### config.mk
export PLATFORM = sky130hd
export DESIGN_NAME = ccmt_timer
export DESIGN_NICKNAME = d
export VERILOG_FILES = /design/src/ccmt_pkg.sv /design/src/ccmt_chan.sv /design/src/ccmt_timer.sv
export VERILOG_INCLUDE_DIRS = /design/src
export SDC_FILE = /design/constraint.sdc
export NUM_CORES = 1
export LEC_CHECK = 0
export BUFFER_PORTS_ARGS = -buffer_cell sky130_fd_sc_hd__buf_2
export CORE_AREA = 2 2 119 121
export DETAILED_ROUTE_END_ITERATION = 7
export DIE_AREA = 0 0 121 123
export HOLD_SLACK_MARGIN = 0.15
export PLACE_DENSITY = 0.78
export SLEW_MARGIN = 0
export SYNTH_ARGS = -nofsm -noshare
export SYNTH_HDL_FRONTEND = slang
export SYNTH_SLANG_ARGS = --single-unit
### constraint.sdc
create_clock -name sys_clk_i -period 2.17 [get_ports sys_clk_i]
set_input_delay 0.1085 -clock sys_clk_i [delete_from_list [all_inputs] [get_ports sys_clk_i]]
set_output_delay 0.1085 -clock sys_clk_i [all_outputs]
set_load 0.1 [all_outputs]
### src/ccmt_regs.svh
// Register offsets, field positions, reset values and counts of the capture/compare timer
`ifndef CCMT_REGS_SVH
`define CCMT_REGS_SVH

// ==========================================================================
// Register byte offsets
`define CCMT_ADDR_TSC 8'h00
`define CCMT_ADDR_CNT 8'h04
`define CCMT_ADDR_MOD 8'h08
`define CCMT_ADDR_CH0_SC 8'h0C
`define CCMT_ADDR_CH0_VAL 8'h10
`define CCMT_CH_STRIDE 8'h08

// ==========================================================================
// Timer status and control fields
`define CCMT_TSC_OVF 7
`define CCMT_TSC_OVERFLOW_IRQ_ENABLE 6
`define CCMT_TSC_STOP 5
`define CCMT_TSC_RST 4
`define CCMT_TSC_PS_MSB 2
`define CCMT_TSC_PS_LSB 0

// ==========================================================================
// Channel status and control fields
`define CCMT_SC_FLAG 7
`define CCMT_SC_IE 6
`define CCMT_SC_LINK 5
`define CCMT_SC_MSA 4
`define CCMT_SC_ELSB 3
`define CCMT_SC_ELSA 2
`define CCMT_SC_TOV 1

// ==========================================================================
// Reset values and codes
`define CCMT_MOD_RST 16'hFFFF
`define CCMT_PS_RST 3'h0
`define CCMT_PS_UNUSED 3'h7
`define CCMT_PRESC_W 7
`define CCMT_RESP_OKAY 2'h0
`define CCMT_RESP_SLVERR 2'h2

`endif

### src/ccmt_pkg.sv
// Types of the capture/compare timer
package ccmt_pkg;

  // ==========================================================================
  // Channel control bits
  typedef struct packed {
    logic flag;
    logic ie;
    logic link;
    logic msa;
    logic elsb;
    logic elsa;
    logic tov;
  } ccmt_ctrl_s;

  // ==========================================================================
  // Whole state of one channel
  typedef struct packed {
    ccmt_ctrl_s ctrl;
    logic armed;
    logic inhibit;
    logic pin_out;
    logic sync1;
    logic sync2;
    logic last;
    logic [15:0] value;
  } ccmt_chan_s;

  // ==========================================================================
  // Whole state of the timer core and bus slave
  typedef struct packed {
    logic [15:0] count;
    logic [6:0] presc;
    logic cnt_new;
    logic [15:0] modulo;
    logic mod_inhibit;
    logic ovf_flag;
    logic ovf_armed;
    logic overflow_irq_enable;
    logic stop;
    logic [2:0] ps;
    logic active;
    logic pending;
    logic bvalid;
    logic [1:0] bresp;
    logic rvalid;
    logic [1:0] rresp;
    logic [31:0] rdata;
  } ccmt_top_s;

endpackage

### src/ccmt_chan.sv
// One capture/compare channel: edge capture, compare action, flag and pin drive
`timescale 1ns/1ps
`include "ccmt_regs.svh"

module ccmt_chan #(
  parameter bit CAN_LINK = 1'b0
) (
  // Clock and reset
  input wire logic sys_clk_i,
  input wire logic reset_i,
  // Time base
  input wire logic [15:0] count_i,
  input wire logic cnt_new_i,
  input wire logic ovf_i,
  input wire logic [15:0] cmp_value_i,
  input wire logic disabled_i,
  // Register access
  input wire logic wr_ctrl_i,
  input wire logic rd_ctrl_i,
  input wire logic wr_val_i,
  input wire logic [31:0] wdata_i,
  input wire logic [3:0] wstrb_i,
  output logic [7:0] ctrl_o,
  output logic [15:0] value_o,
  output logic irq_o,
  // Pin
  input wire logic pin_i,
  output logic pin_o,
  output logic pin_oe_o
);

  ccmt_pkg::ccmt_chan_s s_ff;
  ccmt_pkg::ccmt_chan_s nxt_s;
  logic [1:0] els;
  logic linked;
  logic cmp_mode;
  logic live;
  logic cap_hit;
  logic cmp_hit;
  logic ovf_tog;

  always_comb begin
    els = {s_ff.ctrl.elsb, s_ff.ctrl.elsa};
    linked = CAN_LINK && s_ff.ctrl.link;
    live = !disabled_i;
    cmp_mode = linked || s_ff.ctrl.msa;
    cap_hit = live && !cmp_mode && ((els[0] && s_ff.sync2 && !s_ff.last) ||
      (els[1] && !s_ff.sync2 && s_ff.last));
    cmp_hit = live && cmp_mode && cnt_new_i && !s_ff.inhibit &&
      (count_i == cmp_value_i);
    ovf_tog = live && cmp_mode && s_ff.ctrl.tov && ovf_i && (els != 2'h0);
    nxt_s = s_ff;
    // Pin synchroniser and edge history
    nxt_s.sync1 = pin_i;
    nxt_s.sync2 = s_ff.sync1;
    nxt_s.last = s_ff.sync2;
    // Output level; overflow toggle wins over a coincident compare
    if (els == 2'h0) begin
      nxt_s.pin_out = !s_ff.ctrl.msa;
    end else if (ovf_tog) begin
      nxt_s.pin_out = !s_ff.pin_out;
    end else if (cmp_hit) begin
      case (els)
        2'h1: nxt_s.pin_out = !s_ff.pin_out;
        2'h2: nxt_s.pin_out = 1'b0;
        2'h3: nxt_s.pin_out = 1'b1;
        default: nxt_s.pin_out = s_ff.pin_out;
      endcase
    end
    // Control register; flag clears by read-then-write-zero
    if (rd_ctrl_i && s_ff.ctrl.flag) begin
      nxt_s.armed = 1'b1;
    end
    if (wr_ctrl_i && live && wstrb_i[0]) begin
      if (!wdata_i[`CCMT_SC_FLAG] && s_ff.armed) begin
        nxt_s.ctrl.flag = 1'b0;
      end
      nxt_s.armed = 1'b0;
      nxt_s.ctrl.ie = wdata_i[`CCMT_SC_IE];
      nxt_s.ctrl.link = CAN_LINK && wdata_i[`CCMT_SC_LINK];
      nxt_s.ctrl.msa = wdata_i[`CCMT_SC_MSA];
      nxt_s.ctrl.elsb = wdata_i[`CCMT_SC_ELSB];
      nxt_s.ctrl.elsa = wdata_i[`CCMT_SC_ELSA];
      nxt_s.ctrl.tov = wdata_i[`CCMT_SC_TOV];
    end
    // Value register; a high-lane-only write holds compares off until the low lane
    if (wr_val_i) begin
      if (wstrb_i[1]) begin
        nxt_s.value[15:8] = wdata_i[15:8];
        nxt_s.inhibit = 1'b1;
      end
      if (wstrb_i[0]) begin
        nxt_s.value[7:0] = wdata_i[7:0];
        nxt_s.inhibit = 1'b0;
      end
    end
    // Capture on every active edge, flag state regardless
    if (cap_hit) begin
      nxt_s.value = count_i;
    end
    // A new event wins over a clear in the same cycle
    if (cap_hit || cmp_hit) begin
      nxt_s.ctrl.flag = 1'b1;
      nxt_s.armed = 1'b0;
    end
    if (reset_i) begin
      nxt_s = '0;
      nxt_s.pin_out = 1'b1;
      nxt_s.value = s_ff.value;
    end
  end

  always_ff @(posedge sys_clk_i) begin
    s_ff <= nxt_s;
  end

  // Linked second channel's control reads as zero and frees its pin
  assign ctrl_o = disabled_i ? 8'h00 : {s_ff.ctrl, 1'b0};
  assign value_o = s_ff.value;
  assign irq_o = live && s_ff.ctrl.flag && s_ff.ctrl.ie;
  assign pin_o = s_ff.pin_out;
  assign pin_oe_o = live && cmp_mode && (els != 2'h0);

endmodule

### src/ccmt_timer.sv
// Two-channel 16-bit capture/compare timer with AXI4-Lite register slave
// Behaviour
// - 16-bit counter, free running or modulo
// - Counter reads never disturb counting
// - Two channels, each capture or compare
// - Counter clock from seven prescaler taps
// - Capture edge: rising, falling or both
// - Every active edge copies the counter
// - Captured value lands three cycles later
// - Events set flag; flag plus enable interrupts
// - Reset leaves channel values untouched
// - Compare match sets, clears or toggles pin
// - Optional pin toggle on counter overflow
// - Unbuffered compare value takes effect immediately
// - Link bit joins channels, channel 0 first
// - Last written pair takes over at overflow
// - Linked: channel 0 controls, channel 1 only holds the second value
// - Stop halts counting; reset clears counter, prescaler
// - Overflow flag at modulo, interrupt if enabled
// - Buffered bit outranks unbuffered bit
//
// Local design decisions: the placing of the registers and the AXI4-Lite register port.
`timescale 1ns/1ps
`include "ccmt_regs.svh"

module ccmt_timer #(
  parameter int ADDR_W = 8,
  parameter int NCH = 2
) (
  // Clock and reset
  input wire logic sys_clk_i,
  input wire logic reset_i,
  // AXI4-Lite write address
  input wire logic [ADDR_W-1:0] s_axi_awaddr_i,
  input wire logic s_axi_awvalid_i,
  output logic s_axi_awready_o,
  // AXI4-Lite write data
  input wire logic [31:0] s_axi_wdata_i,
  input wire logic [3:0] s_axi_wstrb_i,
  input wire logic s_axi_wvalid_i,
  output logic s_axi_wready_o,
  // AXI4-Lite write response
  output logic [1:0] s_axi_bresp_o,
  output logic s_axi_bvalid_o,
  input wire logic s_axi_bready_i,
  // AXI4-Lite read address
  input wire logic [ADDR_W-1:0] s_axi_araddr_i,
  input wire logic s_axi_arvalid_i,
  output logic s_axi_arready_o,
  // AXI4-Lite read data
  output logic [31:0] s_axi_rdata_o,
  output logic [1:0] s_axi_rresp_o,
  output logic s_axi_rvalid_o,
  input wire logic s_axi_rready_i,
  // Interrupt requests
  output logic ovf_irq_o,
  output logic [NCH-1:0] chan_irq_o,
  // Channel pins
  input wire logic [NCH-1:0] chan_pin_i,
  output logic [NCH-1:0] chan_pin_o,
  output logic [NCH-1:0] chan_pin_oe_o
);

  // ==========================================================================
  // State and decode signals
  ccmt_pkg::ccmt_top_s s_ff;
  ccmt_pkg::ccmt_top_s nxt_s;
  logic wr_go;
  logic rd_go;
  logic [7:0] waddr;
  logic [7:0] raddr;
  logic [6:0] pmask;
  logic tick;
  logic ovf;
  logic link0;
  logic [NCH-1:0] wr_ctrl;
  logic [NCH-1:0] rd_ctrl;
  logic [NCH-1:0] wr_val;
  logic [NCH-1:0] rd_ctrl_hit;
  logic [NCH-1:0] rd_val_hit;
  logic [NCH-1:0] disabled;
  logic [7:0] ch_ctrl [NCH];
  logic [15:0] ch_value [NCH];
  logic [15:0] cmp_value [NCH];
  logic [31:0] rd_mux;
  logic rd_ok;

  // ==========================================================================
  // Bus handshakes: address and data are taken together, one of each in flight
  assign wr_go = s_axi_awvalid_i && s_axi_wvalid_i && !s_ff.bvalid;
  assign rd_go = s_axi_arvalid_i && !s_ff.rvalid;
  assign s_axi_awready_o = wr_go;
  assign s_axi_wready_o = wr_go;
  assign s_axi_arready_o = !s_ff.rvalid;
  assign s_axi_bvalid_o = s_ff.bvalid;
  assign s_axi_bresp_o = s_ff.bresp;
  assign s_axi_rvalid_o = s_ff.rvalid;
  assign s_axi_rresp_o = s_ff.rresp;
  assign s_axi_rdata_o = s_ff.rdata;
  assign waddr = {s_axi_awaddr_i[7:2], 2'h0};
  assign raddr = {s_axi_araddr_i[7:2], 2'h0};

  // ==========================================================================
  // Prescaler tap and overflow
  assign pmask = ~(7'h7F << s_ff.ps);
  assign tick = !s_ff.stop && (s_ff.ps != `CCMT_PS_UNUSED) &&
    ((s_ff.presc & pmask) == pmask);
  assign ovf = s_ff.cnt_new && (s_ff.count == s_ff.modulo);
  assign link0 = ch_ctrl[0][`CCMT_SC_LINK];

  // ==========================================================================
  // Per-channel decode and compare source
  for (genvar g = 0; g < NCH; g++) begin : g_dec
    localparam logic [7:0] SC_ADDR = 8'(`CCMT_ADDR_CH0_SC + g * `CCMT_CH_STRIDE);
    localparam logic [7:0] VAL_ADDR = 8'(`CCMT_ADDR_CH0_VAL + g * `CCMT_CH_STRIDE);
    assign wr_ctrl[g] = wr_go && (waddr == SC_ADDR);
    assign wr_val[g] = wr_go && (waddr == VAL_ADDR);
    assign rd_ctrl_hit[g] = raddr == SC_ADDR;
    assign rd_val_hit[g] = raddr == VAL_ADDR;
    assign rd_ctrl[g] = rd_go && rd_ctrl_hit[g];
    assign disabled[g] = (g != 0) && link0;
    if (g == 0) begin : g_src
      assign cmp_value[g] = (link0 && s_ff.active) ? ch_value[1] : ch_value[0];
    end else begin : g_src
      assign cmp_value[g] = ch_value[g];
    end
    ccmt_chan #(
      .CAN_LINK(g == 0)
    ) u_chan (
      .sys_clk_i(sys_clk_i),
      .reset_i(reset_i),
      .count_i(s_ff.count),
      .cnt_new_i(s_ff.cnt_new),
      .ovf_i(ovf),
      .cmp_value_i(cmp_value[g]),
      .disabled_i(disabled[g]),
      .wr_ctrl_i(wr_ctrl[g]),
      .rd_ctrl_i(rd_ctrl[g]),
      .wr_val_i(wr_val[g]),
      .wdata_i(s_axi_wdata_i),
      .wstrb_i(s_axi_wstrb_i),
      .ctrl_o(ch_ctrl[g]),
      .value_o(ch_value[g]),
      .irq_o(chan_irq_o[g]),
      .pin_i(chan_pin_i[g]),
      .pin_o(chan_pin_o[g]),
      .pin_oe_o(chan_pin_oe_o[g])
    );
  end

  // ==========================================================================
  // Read multiplexer
  always_comb begin
    rd_mux = 32'h0000_0000;
    rd_ok = 1'b1;
    if (raddr == `CCMT_ADDR_TSC) begin
      rd_mux[7:0] = {s_ff.ovf_flag, s_ff.overflow_irq_enable, s_ff.stop, 2'h0, s_ff.ps};
    end else if (raddr == `CCMT_ADDR_CNT) begin
      rd_mux[15:0] = s_ff.count;
    end else if (raddr == `CCMT_ADDR_MOD) begin
      rd_mux[15:0] = s_ff.modulo;
    end else begin
      rd_ok = 1'b0;
      for (int i = 0; i < NCH; i++) begin
        if (rd_ctrl_hit[i]) begin
          rd_mux[7:0] = ch_ctrl[i];
          rd_ok = 1'b1;
        end
        if (rd_val_hit[i]) begin
          rd_mux[15:0] = ch_value[i];
          rd_ok = 1'b1;
        end
      end
    end
  end

  // ==========================================================================
  // Next state
  always_comb begin
    nxt_s = s_ff;
    // Prescaler and counter
    if (!s_ff.stop) begin
      nxt_s.presc = s_ff.presc + 7'h01;
    end
    nxt_s.cnt_new = tick;
    if (tick) begin
      if (s_ff.count == s_ff.modulo) begin
        nxt_s.count = 16'h0000;
      end else begin
        nxt_s.count = s_ff.count + 16'h0001;
      end
    end
    // Overflow flag: read while set arms, writing zero then clears
    if (rd_go && (raddr == `CCMT_ADDR_TSC) && s_ff.ovf_flag) begin
      nxt_s.ovf_armed = 1'b1;
    end
    // Bus responses
    if (s_ff.bvalid && s_axi_bready_i) begin
      nxt_s.bvalid = 1'b0;
    end
    if (s_ff.rvalid && s_axi_rready_i) begin
      nxt_s.rvalid = 1'b0;
    end
    if (rd_go) begin
      nxt_s.rvalid = 1'b1;
      nxt_s.rdata = rd_mux;
      nxt_s.rresp = rd_ok ? `CCMT_RESP_OKAY : `CCMT_RESP_SLVERR;
    end
    if (wr_go) begin
      nxt_s.bvalid = 1'b1;
      nxt_s.bresp = (|wr_ctrl || |wr_val || waddr == `CCMT_ADDR_TSC ||
        waddr == `CCMT_ADDR_MOD || waddr == `CCMT_ADDR_CNT) ?
        `CCMT_RESP_OKAY : `CCMT_RESP_SLVERR;
    end
    // Timer status and control write
    if (wr_go && (waddr == `CCMT_ADDR_TSC) && s_axi_wstrb_i[0]) begin
      if (!s_axi_wdata_i[`CCMT_TSC_OVF] && s_ff.ovf_armed) begin
        nxt_s.ovf_flag = 1'b0;
      end
      nxt_s.ovf_armed = 1'b0;
      nxt_s.overflow_irq_enable = s_axi_wdata_i[`CCMT_TSC_OVERFLOW_IRQ_ENABLE];
      nxt_s.stop = s_axi_wdata_i[`CCMT_TSC_STOP];
      nxt_s.ps = s_axi_wdata_i[`CCMT_TSC_PS_MSB:`CCMT_TSC_PS_LSB];
      if (s_axi_wdata_i[`CCMT_TSC_RST]) begin
        nxt_s.count = 16'h0000;
        nxt_s.presc = 7'h00;
        nxt_s.cnt_new = 1'b0;
      end
    end
    // Modulo write; high lane alone holds the overflow flag off until low lane
    if (wr_go && (waddr == `CCMT_ADDR_MOD)) begin
      if (s_axi_wstrb_i[1]) begin
        nxt_s.modulo[15:8] = s_axi_wdata_i[15:8];
        nxt_s.mod_inhibit = 1'b1;
      end
      if (s_axi_wstrb_i[0]) begin
        nxt_s.modulo[7:0] = s_axi_wdata_i[7:0];
        nxt_s.mod_inhibit = 1'b0;
      end
    end
    // Overflow event wins over a clear in the same cycle
    if (ovf && !s_ff.mod_inhibit) begin
      nxt_s.ovf_flag = 1'b1;
      nxt_s.ovf_armed = 1'b0;
    end
    // Buffered pair selection
    if (!link0) begin
      nxt_s.active = 1'b0;
      nxt_s.pending = 1'b0;
    end else begin
      if (wr_val[1]) begin
        nxt_s.pending = 1'b1;
      end else if (wr_val[0]) begin
        nxt_s.pending = 1'b0;
      end
      if (ovf) begin
        nxt_s.active = nxt_s.pending;
      end
    end
    if (reset_i) begin
      nxt_s = '0;
      nxt_s.modulo = `CCMT_MOD_RST;
      nxt_s.ps = `CCMT_PS_RST;
    end
  end

  always_ff @(posedge sys_clk_i) begin
    s_ff <= nxt_s;
  end

  assign ovf_irq_o = s_ff.ovf_flag && s_ff.overflow_irq_enable;

endmodule

==> metrics.md, run 1 <==
| Metric | Value |
|---|---|
| Status | finished clean |
| Routed length per instance | 19.4 um |
| Worst r2r src | g_dec[1].u_chan.value_o[11] |
| Cells after synthesis | 750 |
| Final hold viol count | 0 |
| Post-synth EDFFs | 32 |
| Initial core utilization | 51.3% |
| Htree depth | 4 |
| CP Launch Type | flip-flop |
| Vias in the first global route | 5803 |
| Final setup fails | 0 |
| Final critical-path required period | about 2200 ps |
| Layout fillers | around 1000 |
| CP max FO | 3 |
| First-pass GRT wire length | 31.5 mm |
| Worst R2R Setup Slack | slightly below 8 ps |
| P_leak | approximately 0.0033 uW |
| Clock slew at reported path FFs | 50 ps |
| Core footprint | 13600 um^2 |
| Largest net degree at the start of global routing | 30 |
| Nets@finish | roughly 900 |
| Clock power frac | between 40% and 50% |
| Critical Path RT | around 2500 ps |
| Yosys cell types | 70 |
| Post-Route Setup TNS | 0 ps |
| Die height | ~120 um |
| Post-Syn Area | 6980 um^2 |
| FF-to-FF path depth | 5 |
| Sequential share of the synthesized area | ~41% |
| Synth Area per Inst | approximately 9.3 um^2 |
| Hold path endpoint | g_dec[1].u_chan.cmp_mode |
| F_max | 0.462 GHz |
| CP Capture Type | flip-flop |
| RSZ-0062 raised after global routing | no |
| DP Worst Slack | ~17 ps |
| HP Class | input pin to flip-flop |
| Ys flop type | dfxtp_1 |
| Switch share | around 26% |
| Clock skew | 7.10 ps |
| Max-slew violation count | 0 |
| VDD IR max | between 0.5 and 0.6 mV |
| Post-route cell area | between 8000 and 9000 um^2 |
| Layout cells sized above 1 | a little over a quarter |
| PortBufs | between 60 and 70 |
| # IOs | roughly 110 |
| Reg power frac | between 40% and 50% |
| Longest Clk Path Bufs | 2 |
| Pre-antenna DRT Iters | 6 |
| Relative max-transition margin | between 50% and 60% |
| Finished Layout Cells | roughly 1100 |
| Dpl hpwl | around 14 mm |
| Worst-Margin Slew | 634 ps |
| Yosys warnings | 0 |
| Wirelength, routed | ~20 mm |
| Max-Cap Viols | 0 |
| Clock sink total | about 130 |
| Hold depth | 2 |
| Post-Place Cells | between 900 and 1000 |
| Antenna violations before repair | 1 |
| CTS tree | built |
| Hold slack | roughly 190 ps |
| Remaining Overflow, GRT | 0 |
| Comb power frac | 11.2% |
| Post-DP Area | ~7700 um^2 |
| Num CTS Buffers | 17 |
| Asr flop ratio synth | 0% |
| Die ar. | between 10000 and 15000 um^2 |
| WP data arrival | between 2000 and 3000 ps |
| Avg Vias per Cell | between 5 and 6 |
| Worst r2r dst | g_dec[1].u_chan.pin_o |
| P_sw | roughly 1500 uW |
| Die width | roughly 120 um |
| DRC | 0 |
| Root Driver | clkbuf_16 |
| Fin crit share | 99.6% |
| Vias | a little over 6000 |
| Power Internal | roughly 4300 uW |
| Clock Latency Late Sink | 430 ps |
| Gr usage total | 28.0% |
| Routed Antenna Nets | 0 |
| #FFs+latches synth | ~130 |
| First DRT Iteration DRCs | 710 |
| GP Congestion | roughly 0.97 |
| Setup WS post-layout | slightly below 8 ps |
| Hold Startpoint | reset_i |
| Row cnt | 43 |
| Area Overhead vs Synth | 23.3% |
| CP Class | flip-flop to flip-flop |
| PD cells | 678 nW/um^2 |
cells by family (layout without fill, tap and decap cells):
logic type / count (synthesis) / in the layout / synth area share (%)
other cells: 1 / 19 / 0.0537
compound gates: 133 / 133 / 13.5
simple gates: 267 / 267 / 20.6
flops: 126 / 126 / 40.7
xor+xnor: 59 / 59 / 7.40
mux: 53 / 53 / 8.39
buf+inv: 109 / 212 / 8.94
fa+ha+maj: 2 / 2 / 0.358
worst max path at each step:
stage               cells past startpoint                    end                   startpoint  slack (ps)
global route                            5  g_dec[1].u_chan.pin_o  g_dec[1].u_chan.value_o[11]           3
finish                                  5  g_dec[1].u_chan.pin_o  g_dec[1].u_chan.value_o[11]           8
detailed placement                      6  g_dec[1].u_chan.pin_o                     s_ff[82]          20
CTS                                     6  g_dec[1].u_chan.pin_o                     s_ff[77]          20
global placement                        6  g_dec[1].u_chan.pin_o                     s_ff[77]          90
floorplan                               9               s_ff[84]               s_axi_bvalid_o         -50
sequential cells by signal, indices dropped and copies added, names as in the netlist:
signal	count
s_axi_bresp_o	1
s_axi_rvalid_o	1
g_dec.u_chan.pin_o	2
g_dec.u_chan.cmp_mode	1
g_dec.u_chan.value_o	32
s_ff	49
g_dec.u_chan.els	4
s_axi_rresp_o	1
s_axi_rdata_o	16
g_dec.u_chan.s_ff	17
g_dec.u_chan.linked	1
s_axi_bvalid_o	1
timing repair:
item                                    in CTS  in global routing
pin swaps                                    0                  4
endpoints found under the hold margin       69                  0
hold buffers                                32                  0
setup buffers                                0                  1
endpoints found under the setup margin       1                 28
resized for setup                            1                 11
layout by cell type (no fill, tap or decap), types with 4 or more instances in the layout:
master | synthesis | layout
nand3_1 | 13 | 13
clkinv_2 | 0 | 5
o2111ai_1 | 4 | 4
clkbuf_8 | 0 | 4
a211o_1 | 16 | 16
buf_12 | 0 | 8
nand2_1 | 50 | 49
nand4_1 | 11 | 11
nor2_2 | 1 | 5
dfxtp_2 | 0 | 4
nor3_1 | 17 | 15
dfxtp_1 | 94 | 88
buf_2 | 7 | 68
conb_1 | 1 | 18
nor2_1 | 80 | 76
mux2_2 | 33 | 33
a21oi_1 | 40 | 39
xor2_1 | 14 | 13
edfxtp_1 | 32 | 32
a222oi_1 | 9 | 9
nand2b_1 | 14 | 14
o22ai_1 | 4 | 4
xnor2_1 | 45 | 45
a31oi_1 | 12 | 12
and2_1 | 8 | 7
nor3_2 | 3 | 5
dlygate4sd3_1 | 0 | 32
o21ai_0 | 13 | 12
mux2i_1 | 18 | 18
nor2b_1 | 26 | 26
buf_4 | 47 | 59
clkbuf_16 | 0 | 19
nand3b_1 | 6 | 6
a211oi_1 | 5 | 5
or3_1 | 4 | 4
nor4_1 | 12 | 12
inv_1 | 14 | 13
a221oi_1 | 9 | 9
power by group through the flow:
stage / Sequential, uW / Combinational [uW] / Clock [uW]
3_5_place_dp: 2510 / 594 / 0
4_1_cts: 2460 / 643 / 2730
3_3_place_gp: 2510 / 589 / 0
5_1_grt: 2470 / 683 / 2850
6_report: 2470 / 651 / 2720
2_1_floorplan: 2520 / 471 / 0
cells in the mapped netlist (3+ instances only):
cell type  count  area share (%)
a31oi_1       12             1.1
a21oi_1       40             2.9
a211o_1       16             2.0
or3_1          4            0.36
nand4_1       11            0.99
nor2_1        80             4.3
a311oi_1       3            0.38
clkbuf_1      35             1.9
mux2_2        33             5.3
xnor2_1       45             5.6
dfxtp_1       94              27
nor3_1        17             1.2
o21ai_0       13            0.93
a221oi_1       9             1.1
a222oi_1       9             1.3
nand2_1       50             2.7
and2_1         8            0.72
nand3_1       13            0.93
o22ai_1        4            0.36
nor3_2         3            0.43
buf_2          7            0.50
xor2_1        14             1.8
nand3b_1       6            0.65
o2111ai_1      4            0.50
inv_1         14            0.75
a211oi_1       5            0.54
nor4_1        12             1.1
buf_6          4            0.65
nor2b_1       26             2.3
or4_1          3            0.32
buf_4         47             5.1
mux2i_1       18             2.6
nand2b_1      14             1.3
edfxtp_1      32              14
layer usage:
metal / global-route usage, % / share of wire [%] / vias up
met1: 36.4 / 41 / 2915
met3: 6.55 / 8.2 / 80
li1: - / - / 2829
met4: 14.8 / 4.7 / 0
met5: 0 / 0 / -
met2: 43.5 / 46 / 343
metrics by stage:
step	utilization, %	power (uW)
after floorplan	-	2990
after global placement	56.4	3100
after detailed placement	56.4	3110
after CTS	62.9	5840
after global routing	63.2	6000
final	63.2	5840
critical path: stages, from the launching register on:
cell	delay [ps]
edfxtp_1	440
xor2_2	220
or3_1	390
or4_4	590
mux2_4	320
a31oi_1	130
area by class of cell:
class                   instances  area, um^2  area share (%)
diodes                          1        2.50          0.0291
clock buffers                  26         542            6.29
clock inverters                 5        25.0           0.291
inverters                      14        56.3           0.654
multi-input cells             532        3640            42.3
flip-flops and latches        126        2860            33.2
well taps                     180         225            2.62
repair buffers                167        1260            14.7
(Power assumes the default switching activity.)
==> run 2, diff against run 1 <==
- CORE_AREA: 2 2 119 121 -> 2 2 171 173
- DIE_AREA: 0 0 121 123 -> 0 0 173 175
- PLACE_DENSITY: 0.78 -> 0.44
==> run 2 against run 1 <==
  * Wire length increased by 14%
  * Non-clock buffer count increased by 23
  * Via count decreased by 3.5%
  * Clock power increased by 7%
  * Clock-buffer cell count unchanged
  * Largest power group unchanged
  * Worst setup slack improved by 61 ps
  * Total power increased by 3.6%
==> metrics.md, run 2 (synthesis results as in run 1) <==
| Metric | Value |
|---|---|
| CP startpoint | s_axi_bvalid_o (was g_dec[1].u_chan.value_o[11]) |
| P_leak | 0.00346 uW (was 0.00331 uW) |
| Most common cell after layout, fill and taps aside | dfxtp_1 (unchanged) |
| Hold slack | 167 ps (was 188 ps) |
| CP max FO | 3 (unchanged) |
| Post-Place Cells | 1210 (was 986) |
| Vias in the first global route | 5866 (was 5803) |
| Clock sink total | 126 (unchanged) |
| Final hold viol count | 0 (unchanged) |
| Layout fillers | 2978 (was 1042) |
| Final setup fails | 0 (unchanged) |
| Most frequent cells in the layout | dfxtp_1 (86), buf_4 (80), nor2_1 (77), buf_2 (68), nand2_1 (50) (was dfxtp_1 (88), nor2_1 (76), buf_2 (68), buf_4 (59), nand2_1 (49)) |
| Relative max-transition margin | 61.1% (was 57.7%) |
| WP data arrival | 1990 ps (was 2520 ps) |
| Wirelength, routed | 23.2 mm (was 20.4 mm) |
| Routed length per instance | 18.2 um (was 19.4 um) |
| Max-slew violation count | 0 (unchanged) |
| Vias | 5949 (was 6167) |
| Dpl hpwl | 17.4 mm (was 14.1 mm) |
| F_max | 0.476 GHz (was 0.462 GHz) |
| CP Capture Type | output pin (was flip-flop) |
| Pre-antenna DRT Iters | 6 (unchanged) |
| Total power | 6050 uW (was 5840 uW) |
| Status | finished clean (unchanged) |
| First DRT Iteration DRCs | 420 (was 710) |
| Max reg flops | 49 (unchanged) |
| Die height | 175 um (was 123 um) |
| Hold Startpoint | reset_i (unchanged) |
| Core footprint | 28400 um^2 (was 13600 um^2) |
| CP Launch Type | flip-flop (unchanged) |
| ANT cells | 0 (was 1) |
| Longest Clk Path Bufs | 2 (unchanged) |
| Remaining Overflow, GRT | 0 (unchanged) |
| Area Overhead vs Synth | 30.6% (was 23.3%) |
| Routed Antenna Nets | 0 (unchanged) |
| Row cnt | 62 (was 43) |
| Num CTS Buffers | 17 (unchanged) |
| Worst-Margin Slew | 583 ps (was 634 ps) |
| Largest net degree at the start of global routing | 24 (was 30) |
| Antenna violations before repair | 0 (was 1) |
| Layout cells sized above 1 | 29.3% (was 26.8%) |
| # IOs | 109 (unchanged) |
| Final critical-path required period | 2100 ps (was 2160 ps) |
| HP Class | input pin to flip-flop (unchanged) |
| Gr usage total | 15.6% (was 28.0%) |
| Largest Register | s_ff (unchanged) |
| PD cells | 663 nW/um^2 (was 678 nW/um^2) |
| Max-Cap Viols | 0 (unchanged) |
| Finished Layout Cells | 1278 (was 1051) |
| VDD IR max | 0.576 mV (was 0.568 mV) |
| Avg Vias per Cell | 4.65 (was 5.87) |
| Worst r2r src | g_dec[1].u_chan.value_o[5] (was g_dec[1].u_chan.value_o[11]) |
| Htree depth | 4 (unchanged) |
| First-pass GRT wire length | 35.7 mm (was 31.5 mm) |
| Die ar. | 30300 um^2 (was 14900 um^2) |
| Fin crit share | 96.8% (was 99.6%) |
| CP Class | flip-flop to output pin (was flip-flop to flip-flop) |
| Clock Latency Late Sink | 430 ps (about the same) |
| GP Congestion | 0.882 (was 0.967) |
| Initial core utilization | 24.6% (was 51.3%) |
| Clock skew | 9.77 ps (was 7.10 ps) |
| CTS tree | built (unchanged) |
| DRC | 0 (unchanged) |
| Clock slew at reported path FFs | 60 ps (was 50 ps) |
| Die width | 173 um (was 121 um) |
| Root Driver | clkbuf_16 (unchanged) |
| PortBufs | 68 (unchanged) |
| Critical Path RT | 2060 ps (was 2520 ps) |
| Nets@finish | 944 (was 921) |
run 2: changes by cell type in the layout (fill, tap and decap cells not counted), sizes merged:
| cell | before | now |
|---|---|---|
| dlygate4sd3 | 32 | 33 |
| buf | 135 | 157 |
| inv | 13 | 16 |
| clkinv | 5 | 3 |
| diode | 1 | 0 |
run 2: through the flow:
step                      instance area [um^2]  setup WS (ps)  setup TNS, ps  utilization, %
after floorplan                           7090          -54.5          -1160               -
after global placement                    8100          -16.3          -16.3            28.5
after detailed placement                  8100          -19.6          -19.6            28.5
after CTS                                 9040           30.3              0            31.9
after global routing                      9120          -4.21          -4.27            32.1
final                                     9120           68.7              0            32.1
run 2: where the power goes:
| part | internal (uW) | switching (uW) | total, uW | leakage [uW] |
|---|---|---|---|---|
| clock | 1820 | 1100 | 2920 | 0.000309 |
| combinational | 193 | 471 | 664 | 0.00210 |
| sequential | 2440 | 28.2 | 2460 | 0.00105 |
run 2: layer usage:
metal	vias to the layer above	share of wire [%]	global-route usage, %
li1	2876	-	-
met3	36	3.7	3.13
met2	139	48	25.9
met1	2898	46	20.2
met4	0	2.2	5.33
met5	-	0	0
run 2: final cells by class:
type | instances | area [um^2] | area share, %
Clock buffer | 26 | 573 | 6.28
Clock inverter | 6 | 37.5 | 0.412
Inverter | 14 | 56.3 | 0.617
Multi-Input combinational cell | 532 | 3660 | 40.2
Sequential cell | 126 | 2860 | 31.3
Tap cell | 384 | 480 | 5.27
Timing Repair Buffer | 190 | 1450 | 15.9
run 2: what timing repair did:
item,4_1_cts,5_1_grt
pin swaps,0,2
endpoints found under the setup margin,2,23
hold buffers,33,0
buffers inserted,0,3
resized for setup,2,15
hold endpoints to repair,68,0
run 2: critical path, stage by stage (launching register included):
cell	delay, ps
dfxtp_4	340
nand3b_4	150
dlygate4sd3_1	560
inv_1	80
buf_2	430
run 2: final timing paths:
| check | to | slack (ps) | cells past startpoint |
|---|---|---|---|
| worst max-delay path | s_axi_wready_o | 70 | 4 |
| worst min-delay path | g_dec[0].u_chan.els[1] | 170 | 2 |
| worst max register to register | g_dec[1].u_chan.pin_o | 70 | 6 |
| worst min register to register | g_dec[0].u_chan.s_ff[17] | 440 | 1 |
==> run 3, diff against run 2 <==
==> constraint.sdc (replaced) <==
create_clock -name sys_clk_i -period 2.17 [get_ports sys_clk_i]
set_input_delay 0.1085 -clock sys_clk_i [delete_from_list [all_inputs] [get_ports sys_clk_i]]
set_output_delay 0.1085 -clock sys_clk_i [all_outputs]
set_load 0.02 [all_outputs]
==> run 3 against run 2 <==
  * Total power fell by 6.0%
  * Cell count grew 0.63%
  * Combinational power down 30%
  * Sequential power about the same
  * Largest cell class unchanged
  * Highest routed layer unchanged
==> metrics.md, run 3 (synthesis results as in run 1) <==
| Metric | Value |
|---|---|
| Status | finished clean (unchanged) |
| Die width | 173 um (unchanged) |
| Relative max-transition margin | 61.5% (was 61.1%) |
| Hold Startpoint | s_axi_araddr_i[2] (was reset_i) |
| Hold depth | 3 (was 2) |
| Worst r2r dst | g_dec[1].u_chan.pin_o (unchanged) |
| Layout fillers | 2992 (was 2978) |
| Hold path endpoint | s_axi_rdata_o[3] (was g_dec[0].u_chan.els[1]) |
| CP max FO | 2 (was 3) |
| Area Overhead vs Synth | 31.6% (was 30.6%) |
| Worst R2R Setup Slack | 60 ps (was 70 ps) |
| Largest net degree at the start of global routing | 46 (was 24) |
| P_leak | 0.00351 uW (was 0.00346 uW) |
| Slowest cell on crit path | or4_4 (was dlygate4sd3_1) |
| ANT cells | 0 (unchanged) |
| Remaining Overflow, GRT | 0 (unchanged) |
| HP Class | input pin to flip-flop (unchanged) |
| DRC | 0 (unchanged) |
| Avg Vias per Cell | 4.66 (was 4.65) |
| Post-layout util | 32.4% (was 32.1%) |
| Max-slew violation count | 0 (unchanged) |
| WP data arrival | 2470 ps (was 1990 ps) |
| First-pass GRT wire length | 35.0 mm (was 35.7 mm) |
| Slowest cell delay on critical path | 560 ps (about the same) |
| Cell family with most CP delay | simple AND/OR/NAND/NOR gates (was buffers and inverters) |
| First DRT Iteration DRCs | 399 (was 420) |
| Vias | 5987 (was 5949) |
| Worst-path cell chain | xnor2_2, o21ai_1, or3_1, or4_4, mux2_4, a31oi_1 (was nand3b_4, dlygate4sd3_1, inv_1, buf_2) |
| Max reg flops | 49 (unchanged) |
| Pre-antenna DRT Iters | 6 (unchanged) |
| Nets@finish | 954 (was 944) |
| Final setup fails | 0 (unchanged) |
| CP Launch Type | flip-flop (unchanged) |
| CP bufs+invs | 0 (was 3) |
| Clock skew | 9.06 ps (was 9.77 ps) |
| Vias in the first global route | 5781 (was 5866) |
| Clock slew at reported path FFs | 60 ps (about the same) |
| # IOs | 109 (unchanged) |
| Num CTS Buffers | 17 (unchanged) |
| Routed Antenna Nets | 0 (unchanged) |
| Die ar. | 30300 um^2 (unchanged) |
| Dpl hpwl | 17.5 mm (was 17.4 mm) |
| Most frequent cells in the layout | dfxtp_1 (88), buf_4 (86), nor2_1 (77), buf_2 (68), nand2_1 (50) (was dfxtp_1 (86), buf_4 (80), nor2_1 (77), buf_2 (68), nand2_1 (50)) |
| Most common cell after layout, fill and taps aside | dfxtp_1 (unchanged) |
| Critical Path RT | 2520 ps (was 2060 ps) |
| Root Driver | clkbuf_16 (unchanged) |
| Final critical-path required period | 2110 ps (was 2100 ps) |
| GP Congestion | 0.823 (was 0.882) |
| Fin crit share | 97.4% (was 96.8%) |
| RSZ-0062 raised after global routing | yes |
| Multi-input combinational cell area | 3670 um^2 (was 3660 um^2) |
| PortBufs | 68 (unchanged) |
| Longest Clk Path Bufs | 2 (unchanged) |
| CTS tree | built (unchanged) |
| Htree depth | 4 (unchanged) |
| PD cells | 619 nW/um^2 (was 663 nW/um^2) |
| Gr usage total | 15.4% (was 15.6%) |
| Core footprint | 28400 um^2 (unchanged) |
| Clock sink total | 126 (unchanged) |
| Sequential Area | 2850 um^2 (was 2860 um^2) |
| Die height | 175 um (unchanged) |
| Largest Register | s_ff (unchanged) |
| Final hold viol count | 0 (unchanged) |
| VDD IR max | 0.485 mV (was 0.576 mV) |
| Wirelength, routed | 23.4 mm (was 23.2 mm) |
| Row cnt | 62 (unchanged) |
| Post-Route Setup TNS | 0 ps (unchanged) |
| Routed length per instance | 18.2 um (about the same) |
| FF-to-FF path depth | 6 (unchanged) |
| Worst r2r src | g_dec[1].u_chan.value_o[5] (unchanged) |
| CP Capture Type | flip-flop (was output pin) |
| CP Class | flip-flop to flip-flop (was flip-flop to output pin) |
| Clock Latency Late Sink | 430 ps (about the same) |
| Hold slack | 249 ps (was 167 ps) |
| Max-Cap Viols | 0 (unchanged) |
| Worst-Margin Slew | 576 ps (was 583 ps) |
| Initial core utilization | 24.6% (unchanged) |
| Total power | 5690 uW (was 6050 uW) |
| Antenna violations before repair | 0 (unchanged) |
| Layout cells sized above 1 | 29.8% (was 29.3%) |
| F_max | 0.473 GHz (was 0.476 GHz) |
run 3: cell types whose count changed in the layout (fill, tap and decap cells not counted), moves of 2 or more:
cell,change
clkinv_2,+2
dfxtp_1,+2
o21ai_1,+2
buf_4,+6
inv_4,-2
dfxtp_4,-2
o21ai_0,-2
run 3: per-layer routing:
layer | wire [um] | track usage [%] | up-vias
met5 | 0 | 0 | -
met4 | 414 | 5.79 | 0
met3 | 898 | 2.72 | 25
met2 | 11400 | 25.9 | 141
met1 | 10700 | 19.6 | 2918
li1 | - | - | 2903
run 3: power breakdown:
part / leakage, uW / switching (uW) / total [uW] / internal (uW)
sequential: 0.00105 / 27.5 / 2460 / 2440
clock: 0.000285 / 1060 / 2760 / 1700
combinational: 0.00217 / 270 / 465 / 195
total: 0.00351 / 1360 / 5690 / 4330
run 3: cell type report:
cell class	instances	area share, %
tap	384	5.23
clock buffer	25	5.85
timing repair buffer	200	17.1
clock inverter	5	0.286
inverter	14	0.572
sequential	126	31.0
multi-input combinational	532	40.0
run 3: through the flow:
step           area [um^2]  cells  setup slack, ps
4_1_cts               9020   1279             4.55
3_3_place_gp          8130   1216             31.4
6_report              9190   1286             57.0
3_5_place_dp          8130   1216             20.9
5_1_grt               9190   1286            -17.4
2_1_floorplan         7070    767             11.0
run 3: worst register-to-register path, stage by stage, from the launching register on:
cell and delay (ps):
edfxtp_1 440, xnor2_2 200, o21ai_1 70, or3_1 310, or4_4 560, mux2_4 310, a31oi_1 150
run 3: timing repair:
item | 4_1_cts | 5_1_grt
setup endpoints to repair | 0 | 32
hold endpoints to repair | 65 | 0
buffers inserted | 0 | 6
hold buffers | 33 | 0
resized for setup | 0 | 27
run 3: worst max-delay path by stage:
stage / cells past startpoint / end / from
6_report: 6 / g_dec[1].u_chan.pin_o / g_dec[1].u_chan.value_o[5]
5_1_grt: 6 / g_dec[1].u_chan.pin_o / g_dec[1].u_chan.value_o[5]
4_1_cts: 8 / g_dec[1].u_chan.value_o[10] / s_axi_bvalid_o
3_5_place_dp: 8 / g_dec[1].u_chan.value_o[9] / s_axi_bvalid_o
3_3_place_gp: 6 / g_dec[1].u_chan.pin_o / g_dec[1].u_chan.value_o[5]
2_1_floorplan: 9 / s_ff[62] / s_axi_bvalid_o
